[config.mk]
export PLATFORM = sky130hd
export DESIGN_NAME = port_change_interrupt
export DESIGN_NICKNAME = d
export VERILOG_FILES = /design/src/rtl/port_change_interrupt.v
export VERILOG_INCLUDE_DIRS = /design/src /design/src/rtl
export SDC_FILE = /design/constraint.sdc
export NUM_CORES = 1
export LEC_CHECK = 0
export BUFFER_PORTS_ARGS = -buffer_cell sky130_fd_sc_hd__buf_4
export CAP_MARGIN = 20
export CORE_MARGIN = 4
export CORE_UTILIZATION = 45
export CTS_CLUSTER_SIZE = 10
export DETAILED_ROUTE_END_ITERATION = 10
export PLACE_DENSITY = 0.72
export RECOVER_POWER = 100
export SLEW_MARGIN = 20
export SYNTH_ARGS = -nofsm -noshare
export SYNTH_HDL_FRONTEND = slang
export SYNTH_SLANG_ARGS = --single-unit
[constraint.sdc]
create_clock -name clock -period 4.1 [get_ports clock]
set_input_delay 0.82 -clock clock [delete_from_list [all_inputs] [get_ports clock]]
set_output_delay 0.82 -clock clock [all_outputs]
set_load 0.1 [all_outputs]
[src/rtl/port_change_defs.vh]
// Register map, field positions and reset values for the port change-detect block
// Overview of operation
// - Global enable clear: flag sets, no request
// - Watch pin only when its enable set
// - Port write also ends the mismatch
// - Persisting mismatch keeps setting the flag
// - Latch survives pin reset; flag re-sets
// - Change during port access may be missed
// - Change wakes from sleep when globally enabled
// - Port-A enables: eight R/W bits, reset zero
// - Port-A pin 5 off when reset input
// - Port-B enables: bit 3 unimplemented, reads zero
// - OR all enabled mismatches into one flag
// - Power-on reset disables all change detection
`ifndef PORT_CHANGE_DEFS_VH
`define PORT_CHANGE_DEFS_VH

`define ADDR_PORT_A_ENABLE  5'h00
`define ADDR_PORT_B_ENABLE  5'h04
`define ADDR_PORT_A_VALUE   5'h08
`define ADDR_PORT_B_VALUE   5'h0C
`define ADDR_CONTROL        5'h10

`define CTRL_FLAG_BIT       0
`define CTRL_GLOBAL_EN_BIT  1

`define ENABLE_RESET        8'h00
`define PORT_B_IMPL_MASK    8'hF7
`define PORT_A_PIN5         5

`define RESP_OKAY           2'b00
`define RESP_SLVERR         2'b10

`endif

[src/rtl/port_change_interrupt.v]
// Interrupt-on-change detector for two 8-bit ports behind an AXI4-Lite slave
`include "port_change_defs.vh"

module port_change_interrupt
#(
    parameter WIDTH = 8
)
(
    input  wire             clock,
    input  wire             rst_n,
    input  wire             power_on_reset,
    input  wire             pin5_is_external_reset,
    input  wire [WIDTH-1:0] port_a_pins,
    input  wire [WIDTH-1:0] port_b_pins,
    output reg  [WIDTH-1:0] port_a_out,
    output reg  [WIDTH-1:0] port_b_out,
    output wire             change_irq,
    output wire             wake_request,
    input  wire [4:0]       s_axi_awaddr,
    input  wire             s_axi_awvalid,
    output wire             s_axi_awready,
    input  wire [31:0]      s_axi_wdata,
    input  wire [3:0]       s_axi_wstrb,
    input  wire             s_axi_wvalid,
    output wire             s_axi_wready,
    output reg  [1:0]       s_axi_bresp,
    output reg              s_axi_bvalid,
    input  wire             s_axi_bready,
    input  wire [4:0]       s_axi_araddr,
    input  wire             s_axi_arvalid,
    output wire             s_axi_arready,
    output reg  [31:0]      s_axi_rdata,
    output reg  [1:0]       s_axi_rresp,
    output reg              s_axi_rvalid,
    input  wire             s_axi_rready
);

    reg  [WIDTH-1:0] port_a_change_enable;
    reg  [WIDTH-1:0] port_b_change_enable;
    reg              change_flag;
    reg              change_irq_global_enable;
    reg  [WIDTH-1:0] sync_a_meta;
    reg  [WIDTH-1:0] sync_a;
    reg  [WIDTH-1:0] sync_b_meta;
    reg  [WIDTH-1:0] sync_b;
    reg  [WIDTH-1:0] last_a;
    reg  [WIDTH-1:0] last_b;
    reg  [4:0]       aw_addr;
    reg              aw_held;
    reg  [31:0]      w_data;
    reg  [3:0]       w_strb;
    reg              w_held;
    wire [WIDTH-1:0] watch_a;
    wire [WIDTH-1:0] watch_b;
    wire             mismatch;
    wire             do_write;
    wire             do_read;
    wire             port_access;
    wire             clear_flag;

    // Slot decodes shared by the write, read and flag logic
    wire             change_a;
    wire             change_b;
    wire             wr_byte0;
    wire             wr_a_enable;
    wire             wr_b_enable;
    wire             wr_a_value;
    wire             wr_b_value;
    wire             wr_control;
    wire             rd_a_enable;
    wire             rd_b_enable;
    wire             rd_a_value;
    wire             rd_b_value;
    wire             rd_control;
    wire             irq_level;
    reg  [1:0]       next_bresp;
    reg  [31:0]      next_rdata;
    reg  [1:0]       next_rresp;
    reg              next_change_flag;

    // Port B bit 3 has no pin behind it
    localparam [WIDTH-1:0] b_impl_mask = `PORT_B_IMPL_MASK;

    // Address match over the word-aligned map
    function is_addr;
        input [4:0] addr;
        input [4:0] target;
        begin
            is_addr = (addr[4:2] == target[4:2]);
        end
    endfunction

    // Any of the five word slots; everything else answers with an error
    function is_mapped;
        input [4:0] addr;
        begin
            is_mapped = is_addr(addr, `ADDR_PORT_A_ENABLE)
                      | is_addr(addr, `ADDR_PORT_B_ENABLE)
                      | is_addr(addr, `ADDR_PORT_A_VALUE)
                      | is_addr(addr, `ADDR_PORT_B_VALUE)
                      | is_addr(addr, `ADDR_CONTROL);
        end
    endfunction

    // Pins are two-flop synchronised; only the second stage is compared
    always @(posedge clock)
    begin
        sync_a_meta <= port_a_pins;
        sync_a      <= sync_a_meta;
    end

    // Port B follows the same two stages
    always @(posedge clock)
    begin
        sync_b_meta <= port_b_pins;
        sync_b      <= sync_b_meta;
    end

    // Pin 5 forced out of the watch set while it serves as reset input
    assign watch_a = port_a_change_enable
                   & ~({{(WIDTH-1){1'b0}}, pin5_is_external_reset} << `PORT_A_PIN5);
    assign watch_b = port_b_change_enable & b_impl_mask;

    // Each port compares its enabled pins with the last-read latch
    assign change_a = |((sync_a ^ last_a) & watch_a);
    assign change_b = |((sync_b ^ last_b) & watch_b);
    assign mismatch = change_a | change_b;

    // AXI write side: ready is combinational so a held channel blocks at once
    assign s_axi_awready = ~aw_held & ~s_axi_bvalid;
    assign s_axi_wready  = ~w_held & ~s_axi_bvalid;
    // A write completes once both halves are held
    assign do_write      = aw_held & w_held & ~s_axi_bvalid;
    // One read in flight; a standing answer blocks the next address
    assign s_axi_arready = ~s_axi_rvalid;
    assign do_read       = s_axi_arvalid & s_axi_arready;

    // Write selects; every field sits in byte 0, so only that strobe counts
    assign wr_byte0    = do_write & w_strb[0];
    assign wr_a_enable = is_addr(aw_addr, `ADDR_PORT_A_ENABLE);
    assign wr_b_enable = is_addr(aw_addr, `ADDR_PORT_B_ENABLE);
    assign wr_a_value  = is_addr(aw_addr, `ADDR_PORT_A_VALUE);
    assign wr_b_value  = is_addr(aw_addr, `ADDR_PORT_B_VALUE);
    assign wr_control  = is_addr(aw_addr, `ADDR_CONTROL);

    // Read selects decode the address while it is offered
    assign rd_a_enable = is_addr(s_axi_araddr, `ADDR_PORT_A_ENABLE);
    assign rd_b_enable = is_addr(s_axi_araddr, `ADDR_PORT_B_ENABLE);
    assign rd_a_value  = is_addr(s_axi_araddr, `ADDR_PORT_A_VALUE);
    assign rd_b_value  = is_addr(s_axi_araddr, `ADDR_PORT_B_VALUE);
    assign rd_control  = is_addr(s_axi_araddr, `ADDR_CONTROL);

    // Any access to either value register ends the mismatch
    assign port_access = (do_read & (rd_a_value | rd_b_value))
                       | (do_write & (wr_a_value | wr_b_value));

    // Writing 0 to the flag bit clears it; writing 1 does nothing
    assign clear_flag = wr_byte0 & wr_control & ~w_data[`CTRL_FLAG_BIT];

    // Address and data are captured independently, in either order
    always @(posedge clock)
    begin
        if (!rst_n)
        begin
            aw_held <= 1'b0;
            aw_addr <= 5'h00;
        end
        else if (s_axi_awvalid && s_axi_awready)
        begin
            aw_held <= 1'b1;
            aw_addr <= s_axi_awaddr;
        end
        else if (do_write)
            aw_held <= 1'b0;
    end

    // Data channel mirrors the address channel
    always @(posedge clock)
    begin
        if (!rst_n)
        begin
            w_held <= 1'b0;
            w_data <= 32'h0000_0000;
            w_strb <= 4'h0;
        end
        else if (s_axi_wvalid && s_axi_wready)
        begin
            w_held <= 1'b1;
            w_data <= s_axi_wdata;
            w_strb <= s_axi_wstrb;
        end
        else if (do_write)
            w_held <= 1'b0;
    end

    // Unmapped slots answer with an error and change nothing
    always @*
    begin
        if (is_mapped(aw_addr))
            next_bresp = `RESP_OKAY;
        else
            next_bresp = `RESP_SLVERR;
    end

    // Response stands until the master takes it
    always @(posedge clock)
    begin
        if (!rst_n)
        begin
            s_axi_bvalid <= 1'b0;
            s_axi_bresp  <= `RESP_OKAY;
        end
        else if (do_write)
        begin
            s_axi_bvalid <= 1'b1;
            s_axi_bresp  <= next_bresp;
        end
        else if (s_axi_bvalid && s_axi_bready)
            s_axi_bvalid <= 1'b0;
    end

    // Enable registers clear on power-on or bus reset
    always @(posedge clock)
    begin
        if (!rst_n || power_on_reset)
            port_a_change_enable <= `ENABLE_RESET;
        else if (wr_byte0 && wr_a_enable)
            port_a_change_enable <= w_data[WIDTH-1:0];
    end

    // Bit 3 is masked on write so it always reads back as zero
    always @(posedge clock)
    begin
        if (!rst_n || power_on_reset)
            port_b_change_enable <= `ENABLE_RESET;
        else if (wr_byte0 && wr_b_enable)
            port_b_change_enable <= w_data[WIDTH-1:0] & b_impl_mask;
    end

    // Global enable gates only the request; detection runs regardless
    always @(posedge clock)
    begin
        if (!rst_n || power_on_reset)
            change_irq_global_enable <= 1'b0;
        else if (wr_byte0 && wr_control)
            change_irq_global_enable <= w_data[`CTRL_GLOBAL_EN_BIT];
    end

    // Last-read latch has no reset term: it must survive a pin reset.
    // Until the first port access it is unknown, so software reads either port first.
    always @(posedge clock)
    begin
        if (port_access)
            last_a <= sync_a;
    end

    // Both latches reload together on any port access
    always @(posedge clock)
    begin
        if (port_access)
            last_b <= sync_b;
    end

    // Port output latches written through the value registers
    always @(posedge clock)
    begin
        if (!rst_n)
            port_a_out <= `ENABLE_RESET;
        else if (wr_byte0 && wr_a_value)
            port_a_out <= w_data[WIDTH-1:0];
    end

    // No pin behind port B bit 3, so it is held at zero
    always @(posedge clock)
    begin
        if (!rst_n)
            port_b_out <= `ENABLE_RESET;
        else if (wr_byte0 && wr_b_value)
            port_b_out <= w_data[WIDTH-1:0] & b_impl_mask;
    end

    // Set beats clear; a change in a port-access cycle is compared against
    // the fresh latch next cycle and so may be missed
    always @*
    begin
        next_change_flag = change_flag;
        if (mismatch && !port_access)
            next_change_flag = 1'b1;
        else if (clear_flag)
            next_change_flag = 1'b0;
    end

    // Bus reset clears the flag; it re-sets once the enables are rewritten if a mismatch remains
    always @(posedge clock)
    begin
        if (!rst_n)
            change_flag <= 1'b0;
        else
            change_flag <= next_change_flag;
    end

    // Request and wake share one level; the flag itself is never gated
    assign irq_level    = change_flag & change_irq_global_enable;
    assign change_irq   = irq_level;
    assign wake_request = irq_level;

    // Read data chosen from the selects; port reads return synchronised pins
    always @*
    begin
        next_rdata = 32'h0000_0000;
        next_rresp = `RESP_OKAY;
        if (rd_a_enable)
            next_rdata[WIDTH-1:0] = port_a_change_enable;
        else if (rd_b_enable)
            next_rdata[WIDTH-1:0] = port_b_change_enable;
        else if (rd_a_value)
            next_rdata[WIDTH-1:0] = sync_a;
        else if (rd_b_value)
            next_rdata[WIDTH-1:0] = sync_b & b_impl_mask;
        else if (rd_control)
        begin
            next_rdata[`CTRL_FLAG_BIT]      = change_flag;
            next_rdata[`CTRL_GLOBAL_EN_BIT] = change_irq_global_enable;
        end
        else
            next_rresp = `RESP_SLVERR;
    end

    // Read answer stands until the master takes it
    always @(posedge clock)
    begin
        if (!rst_n)
        begin
            s_axi_rvalid <= 1'b0;
            s_axi_rdata  <= 32'h0000_0000;
            s_axi_rresp  <= `RESP_OKAY;
        end
        else if (do_read)
        begin
            s_axi_rvalid <= 1'b1;
            s_axi_rdata  <= next_rdata;
            s_axi_rresp  <= next_rresp;
        end
        else if (s_axi_rvalid && s_axi_rready)
            s_axi_rvalid <= 1'b0;
    end

endmodule

==> results.md <==
* Outcome: finished, violations left
* Failing checks: max-capacitance violations, max-slew violations
* Synth Cell Area at 3980 um^2
* Final Instance Area at 4540 um^2
* Required time of the critical path at 4.35 ns
* Setup_tns at 0 ns
* Cell Count, Final, Fillers Out at 555
* Root buffer cell: clkbuf_8
* Largest stage delay, worst path at 1.07 ns
* CP cell instances: nand3b_1 > nor3b_1 > nor3b_2 > mux2i_1 > nor2b_1
* Number of nets in the layout at 513
* Tmin final at 3.07 ns
* Pins Over Slew Limit at 44
* Inst Count DP at 539
* All-Layer GR Usage at 15.6%
* Syn Inst Count at 379
* Peak VDD IR at 0.262 mV
* Setup WS pre-CTS at 1.65 ns
* Vias in the first global route at 2629
* Routed WL at 7.92 mm
* TritonCTS clock tree: built
* Worst setup EP type: flip-flop
* CP Max Fanout at 13
* Kind of cell adding the most delay to the critical path: simple AND/OR/NAND/NOR gates
* Register bit total from synthesis at 103
* Layout cells sized above 1 at 13.0%
* Worst hold slack at 0.335 ns
* Synth cell types at 40
* Post-DRT Antenna Nets at 0
* Clock transition at path regs at 0.11 ns
* Crit share post-route at 75.0%
* Area contributors post-synth: dfxtp_1, edfxtp_1, mux2i_1, buf_4, nand2_1
* Largest net degree at the start of global routing at 44
* Sequential share of the synthesized area at 55.6%
* Fin worst setup slack at 1.03 ns
* Final Util at 52.3%
* Slew @ Worst Pin at 1.53 ns
* Congestion Overflow GR at 0
* Largest area contributor in the synthesized netlist: dfxtp_1
* Area Overhead vs Synth at 14.0%
* Hold WC Path Type: flip-flop to flip-flop
* Max-slew headroom at -1.80%
* Worst skew pair latency at 0.36 ns
* Clock net sink count at 103
* First-pass GRT wire length at 12.7 mm
* Slowest stage cell on the critical path: nor3b_1
* FFs w/ async S/R, synth at 0%
* CTS resizes at 0
* Core area at 8680 um^2
* IO Port Bufs at 70
* Worst path buffer plus inverter count at 0
* Die W at 102 um
* Final setup vio count at 0
* Post-CTS setup buffer count at 0
* First drt pass iteration count at 4
* Peak Freq at 325 MHz
* Initial antenna violation count at 0
* N_diodes at 0
* Clock skew at 0.0117 ns
* DP HPWL at 5.67 mm
* # hold bufs at CTS at 0
* RSZ-0062 raised after global routing: false
* Htree depth at 3
* EDFF count, synth at 15
* Worst EP arrival at 3.33 ns
* CP Launch Type: flip-flop
* Leak at 1.75 nW
* Critical path class: flip-flop to flip-flop
* Max clock buf depth at 2
* DRC Markers at 0
* Die Area at 10400 um^2
* Power, Total at 2.07 mW
* Max_cap viols at 1
* Die height at 102 um
* DR vias at 2756
* Gpl congestion at 0.838
* Power per cell area at 456 nW/um^2
* Post-DR wirelength/cell at 14.3 um
* Total CTS buffers at 9
* First DRT Iteration DRCs at 115
* Avg Cell Area, Syn at 10.5 um^2
* Fin. Hold Viols at 0
* Routed vias/inst at 4.97
* Area post-placement at 4470 um^2
* Io pins at 130
* Yosys top cell area share at 44.3%
* Initial core utilization at 45.9%
* Leading register cell type out of synthesis: dfxtp_1
* Synth warn at 0
* Rows at 34
## registers in the layout (all words and copies together), names as in the netlist, 8 cells and up
name / flops
s_axi_rdata: 8
port_a_change_enable: 8
w_data: 8
sync_a_meta: 8
last_a: 8
port_a_out: 8
sync_a: 8
## report_power, final
group	total, mW	switching (mW)	internal, mW	leakage (nW)
logic	0.303	0.243	0.0602	0.780
clock network	0.675	0.373	0.302	0.112
registers	1.09	0.0294	1.06	0.861
total	2.07	0.645	1.42	1.75
## synthesized netlist by cell type, types with 7 or more instances
master     n
a21boi_0  19
a21oi_1   17
buf_4     30
clkbuf_1  11
dfxtp_1   88
edfxtp_1  15
mux2i_1   25
nand2_1   56
nand3_1    9
nor2_1    18
nor2b_1   16
o211a_1    7
xor2_1    15
## cell usage in the layout, fill, tap and decap left out, types with 2 or more instances in the layout
cell type,instances
dfxtp_1,88
nand2_1,56
clkbuf_1,34
conb_1,27
mux2i_1,25
buf_4,22
a21boi_0,20
nor2_1,18
a21oi_1,17
nor2b_1,16
xor2_1,15
clkbuf_4,15
edfxtp_1,15
nand3_1,9
clkbuf_8,9
o211a_1,7
and2_1,6
o211ai_1,6
inv_1,5
nand2b_1,3
and3_1,3
a22oi_1,2
a221oi_1,2
o21ai_0,2
nor4_1,2
inv_6,2
clkinv_8,2
## area by class of cell
cell class,instances,area [um^2]
Sequential cell,103,2210
Inverter,5,18.8
Multi-Input combinational cell,252,1540
Clock inverter,7,100
Tap cell,108,135
Fill cell,838,4140
Timing Repair Buffer,71,405
Clock buffer,9,124
## worst reg2reg max path: cells and delay by family, from the launching register on
| family | cells | cell delay (ns) |
|---|---|---|
| flops | 1 | 0.37 |
| simple gates | 4 | 2.34 |
| mux | 1 | 0.27 |
## per-layer routing
layer,GRT usage [%],share of wire [%],up-vias
li1,-,-,1367
met1,20.1,45,1308
met2,25.6,49,77
met3,3.89,5.9,4
met4,5.45,0.59,0
met5,0,0,-
## worst paths after layout
| check | slack (ns) | depth (start not counted) | end | startpoint |
|---|---|---|---|---|
| min reg2reg | 0.34 | 0 | sync_a[6] | sync_a_meta[6] |
| max reg2reg | 1.03 | 5 | port_a_out[0] | s_axi_bvalid |
| max | 1.03 | 5 | port_a_out[0] | s_axi_bvalid |
| min | 0.34 | 0 | sync_a[6] | sync_a_meta[6] |
## kinds of logic (layout without fill, tap and decap cells)
family                    after synthesis  in the layout  synth area share [%]
xor gates and xnor gates               15             15                  3.30
muxes                                  26             26                  6.85
buffers and inverters                  50             92                  7.67
and+or+nand+nor                       120            120                  14.8
DFF                                   103            103                  55.6
AOI/OAI and AO/OA                      64             64                  11.7
other                                   1             27                0.0942
No activity file was read; power rests on OpenSTA's default activity.
